==> src/inc/btx_pkg.sv <==
/*
 * btx_pkg: opcodes, field positions and port bundles for the bit-test,
 * skip and bit-set execution block.
 * assumes a 14-bit instruction word and an 8-bit data register file.
 */
package btx_pkg;
    localparam int INSN_W = 14;
    localparam int ADDR_W = 7;
    localparam int BIT_W = 3;
    localparam int DATA_W = 8;
    // opcode field sits in word bits 13:10
    localparam int OPC_HI = 13;
    localparam int OPC_LO = 10;
    localparam int BIT_LO = 7;
    localparam int ADDR_LO = 0;
    localparam logic [3:0] OPC_SET_BIT = 4'h5;
    localparam logic [3:0] OPC_SKIP_ZERO = 4'h6;
    localparam logic [3:0] OPC_SKIP_ONE = 4'h7;
    // word used in place of a discarded instruction
    localparam logic [13:0] NO_OPERATION = 14'h0000;
    // cycles taken by a test instruction
    localparam int CYC_NO_SKIP = 1;
    localparam int CYC_SKIP = 2;
    localparam logic [7:0] DATA_RST = 8'h00;

    typedef enum logic [1:0] {
        OP_NONE,
        OP_SET_BIT,
        OP_SKIP_ZERO,
        OP_SKIP_ONE
    } btx_op_e;

    // register file write request
    typedef struct packed {
        logic en;
        logic [6:0] addr;
        logic [7:0] data;
    } btx_wr_s;
endpackage

==> src/rtl/btx_exec.sv <==
/*
 * btx_exec: executes set_register_bit, test_bit_skip_when_zero and
 * test_bit_skip_when_one; flags a skip so the prefetched word is
 * replaced by no_operation.
 * assumes one instruction per enabled clk_sys cycle (insnValid) and a
 * register file with a combinational read port.
 */
`timescale 1ns/1ps
module btx_exec (
    // clock and reset
    input wire logic clk_sys,
    input wire logic sys_rst,
    // instruction from fetch/decode
    input wire logic insnValid,
    input wire logic [13:0] insnWord,
    // register file read port
    output logic [6:0] rdAddr,
    input wire logic [7:0] rdData,
    // register file write port
    output btx_pkg::btx_wr_s regWr,
    // pipeline control
    output logic skipNow,
    output logic [13:0] execWord,
    output logic busy,
    output logic statusHold
);
    logic [3:0] opc;
    logic [2:0] bitSel;
    logic selBit;
    btx_pkg::btx_op_e op;
    logic skipTake;
    logic discard_r;
    logic discard_nxt;
    btx_pkg::btx_wr_s wr_r;
    btx_pkg::btx_wr_s wr_nxt;
    logic [13:0] exec_r;
    logic [13:0] exec_nxt;
    logic isSetWord;
    logic isSkipZeroWord;
    logic isSkipOneWord;
    logic slotLive;

    // field extraction
    assign opc = insnWord[btx_pkg::OPC_HI:btx_pkg::OPC_LO];
    assign bitSel = insnWord[btx_pkg::BIT_LO +: btx_pkg::BIT_W];
    assign rdAddr = insnWord[btx_pkg::ADDR_LO +: btx_pkg::ADDR_W];
    assign selBit = rdData[bitSel];

    // opcode compares kept apart so decode and checks share them
    assign isSetWord = (opc == btx_pkg::OPC_SET_BIT);
    assign isSkipZeroWord = (opc == btx_pkg::OPC_SKIP_ZERO);
    assign isSkipOneWord = (opc == btx_pkg::OPC_SKIP_ONE);

    // stalled or discarded slots decode as nothing
    assign slotLive = insnValid && !discard_r;

    assign op = !slotLive ? btx_pkg::OP_NONE :
        isSetWord ? btx_pkg::OP_SET_BIT :
        isSkipZeroWord ? btx_pkg::OP_SKIP_ZERO :
        isSkipOneWord ? btx_pkg::OP_SKIP_ONE :
        btx_pkg::OP_NONE;

    assign skipTake = (op == btx_pkg::OP_SKIP_ZERO && !selBit) ||
        (op == btx_pkg::OP_SKIP_ONE && selBit);

    assign discard_nxt = skipTake;
    // write back with only the chosen bit forced high
    assign wr_nxt.en = (op == btx_pkg::OP_SET_BIT);
    assign wr_nxt.addr = rdAddr;
    assign wr_nxt.data = rdData | (8'h01 << bitSel);
    // no_operation runs in the discarded slot
    assign exec_nxt = discard_r ? btx_pkg::NO_OPERATION : insnWord;

    always_ff @(posedge clk_sys) begin
        if (sys_rst) begin
            discard_r <= 1'b0;
            wr_r <= '0;
            exec_r <= btx_pkg::NO_OPERATION;
        end else if (insnValid) begin
            discard_r <= discard_nxt;
            wr_r <= wr_nxt;
            exec_r <= exec_nxt;
        end else begin
            wr_r <= '0;
        end
    end

    // test occupies its own cycle plus the discarded one
    assign skipNow = skipTake;
    assign busy = discard_r;
    assign regWr = wr_r;
    assign execWord = exec_r;
    // none of these instructions alter status flags
    assign statusHold = (op != btx_pkg::OP_NONE);

    // checks
    chk_skip_zero_taken: assert property (
        @(posedge clk_sys) disable iff (sys_rst)
        insnValid && !discard_r && opc == btx_pkg::OPC_SKIP_ZERO &&
        !rdData[bitSel] |=> discard_r)
        else $error("skip on zero bit not taken");
    chk_skip_one_taken: assert property (
        @(posedge clk_sys) disable iff (sys_rst)
        insnValid && !discard_r && opc == btx_pkg::OPC_SKIP_ONE &&
        rdData[bitSel] |=> discard_r)
        else $error("skip on one bit not taken");
    chk_no_false_skip: assert property (
        @(posedge clk_sys) disable iff (sys_rst)
        insnValid && !discard_r && opc == btx_pkg::OPC_SKIP_ZERO &&
        rdData[bitSel] |=> !discard_r)
        else $error("skip taken on set bit");
    chk_discard_nop: assert property (
        @(posedge clk_sys) disable iff (sys_rst)
        insnValid && discard_r |=> execWord == btx_pkg::NO_OPERATION &&
        !regWr.en)
        else $error("discarded word had effect");
    chk_skip_two_cycles: assert property (
        @(posedge clk_sys) disable iff (sys_rst)
        skipNow && insnValid |=> busy)
        else $error("skip length wrong");

    chk_busy_ends: assert property (
        @(posedge clk_sys) disable iff (sys_rst)
        busy && insnValid |=> !busy)
        else $error("discard slot lasted too long");

    // a stall must not eat the discard slot
    chk_busy_holds: assert property (
        @(posedge clk_sys) disable iff (sys_rst)
        busy && !insnValid |=> busy)
        else $error("discard slot lost in stall");

    chk_exec_passes: assert property (
        @(posedge clk_sys) disable iff (sys_rst)
        slotLive |=> execWord == $past(insnWord))
        else $error("executed word wrong");
    chk_set_bit_write: assert property (
        @(posedge clk_sys) disable iff (sys_rst)
        insnValid && !discard_r && opc == btx_pkg::OPC_SET_BIT
        |=> regWr.en && regWr.addr == $past(rdAddr) &&
        regWr.data == ($past(rdData) | (8'h01 << $past(bitSel))))
        else $error("bit set write wrong");
    chk_set_no_skip: assert property (
        @(posedge clk_sys) disable iff (sys_rst)
        opc == btx_pkg::OPC_SET_BIT |-> !skipNow)
        else $error("set bit caused a skip");
    chk_addr_field: assert property (
        @(posedge clk_sys) disable iff (sys_rst)
        rdAddr == insnWord[6:0])
        else $error("address field wrong");

    chk_skip_one_false: assert property (
        @(posedge clk_sys) disable iff (sys_rst)
        slotLive && isSkipOneWord && !rdData[bitSel] |=> !discard_r)
        else $error("skip taken on clear bit");

    chk_slot_no_skip: assert property (
        @(posedge clk_sys) disable iff (sys_rst)
        discard_r |-> !skipNow)
        else $error("discarded word skipped");

    // cleared write strobe keeps a stall from writing twice
    chk_idle_no_write: assert property (
        @(posedge clk_sys) disable iff (sys_rst)
        !insnValid |=> !regWr.en)
        else $error("write without instruction");

    chk_status_hold: assert property (
        @(posedge clk_sys) disable iff (sys_rst)
        slotLive && (isSetWord || isSkipZeroWord || isSkipOneWord)
        |-> statusHold)
        else $error("status not held");

    chk_other_no_skip: assert property (
        @(posedge clk_sys) disable iff (sys_rst)
        !isSkipZeroWord && !isSkipOneWord |-> !skipNow)
        else $error("skip from other opcode");

    chk_write_addr: assert property (
        @(posedge clk_sys) disable iff (sys_rst)
        slotLive && isSetWord |=> regWr.addr == $past(insnWord[6:0]))
        else $error("write address wrong");

    chk_reset_clear: assert property (
        @(posedge clk_sys)
        sys_rst |=> !busy && !regWr.en)
        else $error("reset left state");


    cov_skip_zero: cover property (@(posedge clk_sys)
        op == btx_pkg::OP_SKIP_ZERO && skipTake);
    cov_skip_one: cover property (@(posedge clk_sys)
        op == btx_pkg::OP_SKIP_ONE && skipTake);
    cov_set_bit: cover property (@(posedge clk_sys) regWr.en);
    cov_no_skip: cover property (@(posedge clk_sys)
        op == btx_pkg::OP_SKIP_ONE && !skipTake);

    cov_stall_slot: cover property (@(posedge clk_sys)
        busy && !insnValid);
endmodule

==> config.mk <==
export PLATFORM = sky130hd
export DESIGN_NAME = btx_exec
export DESIGN_NICKNAME = d
export VERILOG_FILES = /design/src/inc/btx_pkg.sv /design/src/rtl/btx_exec.sv
export SDC_FILE = /design/constraint.sdc
export NUM_CORES = 1
export LEC_CHECK = 0
export ABC_AREA = 1
export BUFFER_PORTS_ARGS = -buffer_cell sky130_fd_sc_hd__buf_2
export CELL_PAD_IN_SITES_DETAIL_PLACEMENT = 1
export CELL_PAD_IN_SITES_GLOBAL_PLACEMENT = 1
export CORE_ASPECT_RATIO = 0.6
export CORE_UTILIZATION = 27
export DETAILED_ROUTE_END_ITERATION = 8
export PLACE_DENSITY = 0.78
export SLEW_MARGIN = 20
export SYNTH_ARGS = -nofsm -noshare
export SYNTH_HDL_FRONTEND = slang
export SYNTH_SLANG_ARGS = --single-unit
==> constraint.sdc <==
create_clock -name clk_sys -period 0.98 [get_ports clk_sys]
set_input_delay 0.196 -clock clk_sys [delete_from_list [all_inputs] [get_ports clk_sys]]
set_output_delay 0.196 -clock clk_sys [all_outputs]
set_load 0.02 [all_outputs]
==> results.cfg, run 1 <==
[timing]
rsz0062_at_grt = yes
period_needed_ns = 1.43
finalClockSkew_ns = 0.00154
worstMarginPinSlew_ns = 0.231
fin_ws_ns = -0.450
post-route-period-util = 1.46
slew_violations = 0
setup_viol = 8
slew_headroom = 0.846
whs_ns = 0.151
timing.fmax_ghz = 0.699
finalSetupTns_ns = -1.23
hold_viol = 0

[logic_synthesis]
yosysUniqueCellTypes = 18
synth_compound_area_frac = 0.0873
synthMuxAreaShare = 0
syn_nets = 192
yosys.area.top_type_share = 0.492
ys_seq_area_frac = 0.492
ys_ff_latch = 31
synthTopCellsByArea = dfxtp_1 (49%), nand2_1 (15%), a21oi_1 (8.7%)
syn_area_per_cell_um2 = 7.55
synth_top_family_by_area = simple AND/OR/NAND/NOR gates
synthSimpleGateAreaFrac = 0.281
syn_inst = 167
synthAdderAreaFrac = 0
synthXorXnorAreaFrac = 0
synth_warnings = 0
syn-cell-area_mm2 = 0.00126
yosys.area.top_type = dfxtp_1

[drt]
finalWirelength_mm = 3.82
vias = 1329
viasPerCell = 4.33
ant_nets = 0
dr.pass1.iters = 4
drc = 0
drt_iter0_drc = 24
wl_per_cell_um = 12.4

[layout]
layout_common_cells = nand2_1 (49), buf_2 (43), buf_4 (37), dfxtp_1 (22), a21oi_1 (21)
drive_gt1_frac = 0.490
nNetsFinal = 272
stdcell_area_mm2 = 0.00195
areaGrowthSynthToFinish_pct = 54.9
final_common_cell = nand2_1
num_antenna_cells = 0

[placed_design]
dp_hpwl_mm = 2.92
place_congestion = 0.807
portBuffers = 64
dp_slack_ns = -0.272
place_area_mm2 = 0.00175

[worst_setup_path]
startpoint_type = register
path_max_fanout = 4
crit_chain = nor2_8 > nand3_4 > nor2_2 > nand3_2 > nand2_2 > buf_6
slowest_delay_ns = 0.36
crit_arrival_ns = 1.23
crit_required_ns = 0.78
cp_slowest_cell = dfxtp_4
worstSetupPathType = reg2out
crit_path_end_kind = primary output

[clock_network]
cts_buffer_depth = 2
cts.clk_slew.worst_paths_ns = 0.06
htreeDepth = 2
cts_made_buffers = 5
cts_sinks = 31
cts-root-buf = clkbuf_8
clk_latency_ns = 0.27
tritoncts = built

[floorplanning]
die_area_mm2 = 0.00496
core-area_mm2 = 0.00428
row_count = 18
pin_count = 65
die_x_um = 90.2
die_h_um = 54.9
start_util = 0.295

[global_route]
grt_max_degree = 16
grt_overflow = 0
grt_pass1_vias = 1308
antenna_found_initial = 0
grt_use_total = 0.165
grt_pass1_wl_mm = 6.07

[power]
leakage_nw = 1.04
powerDensity_mw_per_mm2 = 1490
p_seq_frac = 0.464
pwr-share-comb = 0.186
p_clk_frac = 0.350
p_switching_mw = 0.805
internal-power_mw = 2.10
ir_worst_vdd_mv = 0.596
netSwitchingFraction = 0.278

[outcome]
status = complete, but fails checks
violations = negative setup slack

[worst_hold_path]
min_path_type = in2reg

[job]
drv_cap = 0
-- synthesized netlist by cell type --
master	number
nor3_1	1
nor2_8	1
nor2_2	4
buf_2	4
nand3_2	1
inv_1	20
inv_4	1
nand2_1	51
a21oi_1	22
buf_4	7
nand2_2	1
clkbuf_1	1
nand3_1	9
dfxtp_1	31
nor2_1	9
buf_6	1
inv_2	2
nand3_4	1
-- worst paths after layout --
path                                    from            to  slack, ns  cells after the start
worst max-delay path                    busy       skipNow      -0.45                      6
worst min-delay path             insnWord[3]     regWr[11]       0.15                      3
worst max register to register          busy          busy      -0.20                      9
worst min register to register  execWord[10]  execWord[10]       0.47                      2
-- state kept, by name (all words and copies together) (netlist names) --
name and cells:
regWr 16, busy 1, execWord 14
-- through the flow --
stage	total power, mW	util	instances
after CTS	2.94	0.448	307
after detailed placement	1.88	0.408	298
after global routing	3.06	0.456	307
after global placement	1.86	0.408	298
final	2.90	0.456	307
after floorplan	1.66	-	167
-- power by group through the flow --
stage                     Clock (mW)  Sequential, mW  Combinational (mW)
after floorplan                    0            1.44               0.214
after CTS                       1.06            1.34               0.535
after global placement             0            1.37               0.496
after detailed placement           0            1.37               0.508
after global routing            1.11            1.35               0.591
final                           1.02            1.35               0.541
-- final cells by class --
type | instances | area (um2)
fillers | 557 | 2330
flip-flops and latches | 31 | 634
repair buffers | 86 | 569
multi-input cells | 100 | 498
inverters | 23 | 88.8
clock buffers | 6 | 82.6
well taps | 60 | 75.1
clock inverters | 1 | 5.00
-- kinds of logic (layout without fill, tap and decap cells) --
logic type	Yosys count	in the layout
DFF	31	31
buffers and inverters	36	116
AOI/OAI and AO/OA	22	22
and+or+nand+nor	78	78
-- routing by layer --
layer,GRT usage,part of all wire,up-vias
li1,-,-,664
met1,0.194,0.46,608
met2,0.286,0.46,52
met3,0.0628,0.078,5
met4,0.0565,0.0079,0
met5,0,0,-
-- critical path, delay by kind of cell (launching register included) --
kind | cells | cell delay [ns]
DFF | 1 | 0.36
and+or+nand+nor | 5 | 0.49
buffers and inverters | 1 | 0.11
-- timing repair --
action,4_1_cts,5_1_grt
gates cloned,0,0
setup buffers,3,1
hold buffers,0,0
pin swaps,2,2
resized for setup,21,18
endpoints found under the setup margin,11,28
Power figures use the tool's default switching activity.
==> run 2, diff against run 1 <==
--- a/config.mk
+++ b/config.mk
@@ -6,12 +6,12 @@
 export NUM_CORES = 1
 export LEC_CHECK = 0
 export ABC_AREA = 1
-export BUFFER_PORTS_ARGS = -buffer_cell sky130_fd_sc_hd__buf_2
+export BUFFER_PORTS_ARGS = -buffer_cell sky130_fd_sc_hd__buf_4
 export CELL_PAD_IN_SITES_DETAIL_PLACEMENT = 1
 export CELL_PAD_IN_SITES_GLOBAL_PLACEMENT = 1
-export CORE_ASPECT_RATIO = 0.6
 export CORE_UTILIZATION = 27
 export DETAILED_ROUTE_END_ITERATION = 8
+export GPL_TIMING_DRIVEN = 0
 export PLACE_DENSITY = 0.78
 export SLEW_MARGIN = 20
 export SYNTH_ARGS = -nofsm -noshare
==> results.cfg, run 2 (same netlist as run 1, synthesis figures left out) <==
[drt]
drc = 0
drt_iter0_drc = 33
vias = 1281
ant_nets = 0
finalWirelength_mm = 3.66
viasPerCell = 4.34
wl_per_cell_um = 12.4
dr.pass1.iters = 4

[layout]
layout_common_cells = buf_4 (70), nand2_1 (49), a21oi_1 (21), inv_1 (20), dfxtp_1 (19)
fillCellCount = 543
largest_reg_flops = 16
layout.cells.non_filler = 295
areaGrowthSynthToFinish_pct = 59.8
drive_gt1_frac = 0.473
nNetsFinal = 268
final_common_cell = buf_4
num_antenna_cells = 0

[global_route]
grt_use_total = 0.157
grt_use_met1 = 0.179
grt_pass1_wl_mm = 6.00
grt-busiest-layer = met2
gr-usage-met3 = 0.0519
grt_pass1_vias = 1342
gr-usage-met2 = 0.267
grt_overflow = 0
grt_max_degree = 11
antenna_found_initial = 0

[worst_setup_path]
worstSetupPathType = reg2out
rr_worst_depth = 10
startpoint_type = register
rrSetupSlack_ns = -0.36
path_max_fanout = 4
rr_startpoint = busy
crit_required_ns = 0.78
crit_arrival_ns = 1.27
crit_path_end_kind = primary output
cp-startpoint = busy
timing.rr.end = busy

[clock_network]
cts_buffer_depth = 2
tritoncts = built
htreeDepth = 2
cts_made_buffers = 5
cts-root-buf = clkbuf_8
cts.clk_slew.worst_paths_ns = 0.07
clk_latency_ns = 0.28
cts_sinks = 31
cts_hold_buf = 0

[floorplanning]
row_count = 24
core-area_mm2 = 0.00441
die_area_mm2 = 0.00495
die_h_um = 70.3
start_util = 0.286
pin_count = 65
die_x_um = 70.3

[placed_design]
dp_cells = 281
place_congestion = 0.714
portBuffers = 62
dp_hpwl_mm = 2.66

[outcome]
status = complete, but fails checks
violations = negative setup slack

[worst_hold_path]
hold-path-endpoint = execWord[6]
min_path_type = in2reg
min-delay-start = sys_rst
hold_depth = 2

[power]
p_seq_frac = 0.473
pwr-share-comb = 0.201
leakage_nw = 1.03
powerDensity_mw_per_mm2 = 1420
p_clk_frac = 0.326
netSwitchingFraction = 0.273
p_switching_mw = 0.780
internal-power_mw = 2.08
ir_worst_vdd_mv = 0.458

[timing]
post-route-period-util = 1.49
finalClockSkew_ns = 0.00587
rsz0062_at_grt = yes
setup_viol = 14
hold_viol = 0
slew_violations = 0
period_needed_ns = 1.46
worstMarginPinSlew_ns = 0.475
slew_headroom = 0.684
whs_ns = 0.107
timing.fmax_ghz = 0.683
fin_ws_ns = -0.484

[job]
drv_cap = 0
run 2: changes by cell type in the layout (fill, tap and decap cells not counted), sizes merged:
| cell | before | now |
|---|---|---|
| buf | 86 | 80 |
| clkinv | 1 | 0 |
| clkbuf | 6 | 9 |
run 2: timing repair:
action | CTS | global route
setup buffers | 6 | 1
cloned | 0 | 1
pin swaps | 5 | 6
gates resized for setup | 7 | 17
endpoints found under the hold margin | 0 | 0
setup endpoints to repair | 14 | 26
run 2: metrics by stage:
| step | util | TNS [ns] | cell area, um2 | worst slack (ns) | total power [mW] |
|---|---|---|---|---|---|
| 2_1_floorplan | - | -0.0696 | 1280 | -0.0696 | 1.66 |
| 3_3_place_gp | 0.410 | -2.61 | 1810 | -0.245 | 1.90 |
| 3_5_place_dp | 0.410 | -2.88 | 1810 | -0.255 | 1.91 |
| 4_1_cts | 0.443 | -1.77 | 1960 | -0.484 | 2.88 |
| 5_1_grt | 0.457 | -2.49 | 2020 | -0.573 | 3.01 |
| 6_report | 0.457 | -1.70 | 2020 | -0.484 | 2.86 |
run 2: cell type report:
| cell class | instances | area, um2 | share of cell area |
|---|---|---|---|
| well taps | 52 | 65.1 | 0.0323 |
| repair buffers | 69 | 554 | 0.275 |
| clock buffers | 7 | 76.3 | 0.0379 |
| inverters | 23 | 88.8 | 0.0441 |
| plain buffers | 13 | 97.6 | 0.0484 |
| flip-flops and latches | 31 | 638 | 0.317 |
| multi-input cells | 100 | 495 | 0.246 |
run 2: worst max path at each step:
stage / end / slack [ns] / cells past startpoint
2_1_floorplan: skipNow / -0.07 / 5
3_3_place_gp: skipNow / -0.25 / 8
3_5_place_dp: skipNow / -0.25 / 8
4_1_cts: skipNow / -0.48 / 6
5_1_grt: skipNow / -0.57 / 6
6_report: skipNow / -0.48 / 6
run 2: metal layers:
metal  vias up  part of all wire
met1       586              0.41
met4         0             0.017
li1        653                 -
met3         6             0.060
met2        36              0.51
met5         -                 0
run 2: power by group through the flow:
stage / combinational [mW] / clock [mW] / sequential (mW)
after floorplan: 0.214 / 0 / 1.44
after global placement: 0.532 / 0 / 1.37
after detailed placement: 0.542 / 0 / 1.37
after CTS: 0.561 / 0.974 / 1.34
after global routing: 0.624 / 1.03 / 1.36
final: 0.575 / 0.931 / 1.35
run 2: worst max-delay path, cell delays in order (launching register included):
cell and delay, ns:
dfxtp_4 0.36, nor2_8 0.11, nand3_4 0.12, nor2_4 0.13, nand3_2 0.09, nand2_2 0.07
buf_6 0.11
==> run 3, diff against run 2 <==
--- a/config.mk
+++ b/config.mk
@@ -9,10 +9,10 @@
 export BUFFER_PORTS_ARGS = -buffer_cell sky130_fd_sc_hd__buf_4
 export CELL_PAD_IN_SITES_DETAIL_PLACEMENT = 1
 export CELL_PAD_IN_SITES_GLOBAL_PLACEMENT = 1
-export CORE_UTILIZATION = 27
+export CORE_UTILIZATION = 32
 export DETAILED_ROUTE_END_ITERATION = 8
 export GPL_TIMING_DRIVEN = 0
-export PLACE_DENSITY = 0.78
+export PLACE_DENSITY = 0.86
 export SLEW_MARGIN = 20
 export SYNTH_ARGS = -nofsm -noshare
 export SYNTH_HDL_FRONTEND = slang
==> constraint.sdc (replaced) <==
create_clock -name clk_sys -period 1.7 [get_ports clk_sys]
set_input_delay 0.34 -clock clk_sys [delete_from_list [all_inputs] [get_ports clk_sys]]
set_output_delay 0.34 -clock clk_sys [all_outputs]
set_load 0.02 [all_outputs]
==> results.cfg, run 3 (same netlist as run 1, synthesis figures left out) <==
[worst_setup_path]
cp_slowest_cell = dfxtp_2
rr_worst_depth = 4
worstSetupPathType = reg2out
timing.rr.end = execWord[1]
rr_startpoint = busy
crit_path_end_kind = primary output
startpoint_type = register
crit_required_ns = 1.36
rrSetupSlack_ns = 0.66
path_max_fanout = 7
cp-startpoint = busy
crit_arrival_ns = 1.27
cp-endpoint = skipNow
crit_chain = nor2_8 > nand3_4 > nor2_2 > nand3_1 > nand2_1 > buf_4
slowest_delay_ns = 0.36

[placed_design]
dp_cells = 277
portBuffers = 62
place_area_mm2 = 0.00179
place_congestion = 0.816
dp_hpwl_mm = 2.54

[layout]
num_antenna_cells = 0
layout.cells.non_filler = 285
drive_gt1_frac = 0.397
areaGrowthSynthToFinish_pct = 51.1
stdcell_area_mm2 = 0.00191
fillCellCount = 489
final_common_cell = buf_4
layout_common_cells = buf_4 (69), nand2_1 (51), dfxtp_1 (30), a21oi_1 (22), inv_1 (20)
largest_reg_flops = 16
nNetsFinal = 261

[global_route]
grt_overflow = 0
grt_pass1_wl_mm = 5.67
antenna_found_initial = 0
grt_use_total = 0.178
grt_max_degree = 11
grt_pass1_vias = 1223

[clock_network]
cts.clk_slew.worst_paths_ns = 0.07
cts_buffer_depth = 2
cts_made_buffers = 5
clk_latency_ns = 0.28
cts_setup_buffers = 0
tritoncts = built
cts_resized = 0
cts_sinks = 31
cts_hold_buf = 0
htreeDepth = 2
cts-root-buf = clkbuf_8

[timing]
hold_viol = 0
period_needed_ns = 1.61
worstMarginPinSlew_ns = 0.426
post-route-period-util = 0.947
finalClockSkew_ns = 0.00388
finalSetupTns_ns = 0
whs_ns = 0.269
timing.fmax_ghz = 0.621
slew_violations = 0
slew_headroom = 0.716
rsz0062_at_grt = no
setup_viol = 0

[power]
powerDensity_mw_per_mm2 = 962
ir_worst_vdd_mv = 0.402
power.total_mw = 1.83
leakage_nw = 1.00

[floorplanning]
die_x_um = 64.8
row_count = 22
die_area_mm2 = 0.00420
die_h_um = 64.8
core-area_mm2 = 0.00372
pin_count = 65
start_util = 0.339

[drt]
viasPerCell = 4.39
ant_nets = 0
drc = 0
vias = 1250
drt_iter0_drc = 64
wl_per_cell_um = 12.0
dr.pass1.iters = 4
finalWirelength_mm = 3.43

[outcome]
status = finished, final reports clean

[worst_hold_path]
min_path_type = in2reg

[job]
drv_cap = 0
==> run 3: cell count changes in the layout (fill, tap and decap cells not counted), sizes merged <==
| cell | before | now |
|---|---|---|
| bufinv | 0 | 1 |
| buf | 80 | 74 |
| clkbuf | 9 | 7 |
| clkinv | 0 | 1 |
==> run 3: worst max-delay path, delay by kind of cell, from the launching register on <==
kind	cells	cell delay [ns]
buffers and inverters	1	0.13
DFF	1	0.36
and+or+nand+nor	5	0.49
==> run 3: worst min path at each step <==
stage	slack, ns	from	endpoint	depth (start not counted)
final	0.27	sys_rst	execWord[6]	2
after floorplan	0.41	sys_rst	execWord[13]	1
after global routing	0.26	sys_rst	execWord[6]	2
after detailed placement	0.46	execWord[10]	execWord[10]	2
after CTS	0.26	sys_rst	execWord[4]	2
after global placement	0.45	execWord[6]	execWord[6]	2
==> run 3: stage by stage <==
stage	setup WS (ns)	utilization
final	0.0896	0.513
after CTS	0.0152	0.512
after global placement	0.194	0.481
after floorplan	0.344	-
after global routing	0.00538	0.513
after detailed placement	0.203	0.481
==> run 3: metal layers <==
metal,up-vias,part of all wire,track usage
li1,639,-,-
met1,569,0.46,0.220
met2,37,0.49,0.289
met3,5,0.042,0.0493
met4,0,0.015,0.0722
met5,-,0,0
==> run 3: layout make-up <==
cell class | instances | area, um2 | share of cell area
Buffer | 13 | 87.6 | 0.0460
Clock buffer | 6 | 82.6 | 0.0433
Clock inverter | 2 | 35.0 | 0.0184
Inverter | 23 | 88.8 | 0.0466
Multi-Input combinational cell | 100 | 464 | 0.244
Sequential cell | 31 | 622 | 0.326
Tap cell | 48 | 60.1 | 0.0315
Timing Repair Buffer | 62 | 465 | 0.244
==> run 3: power breakdown <==
part           switching, mW  internal (mW)  total, mW  leakage [nW]
clock                  0.277          0.474      0.751        0.0612
sequential            0.0140          0.761      0.775         0.255
combinational          0.171          0.136      0.306         0.686
total                  0.462           1.37       1.83          1.00
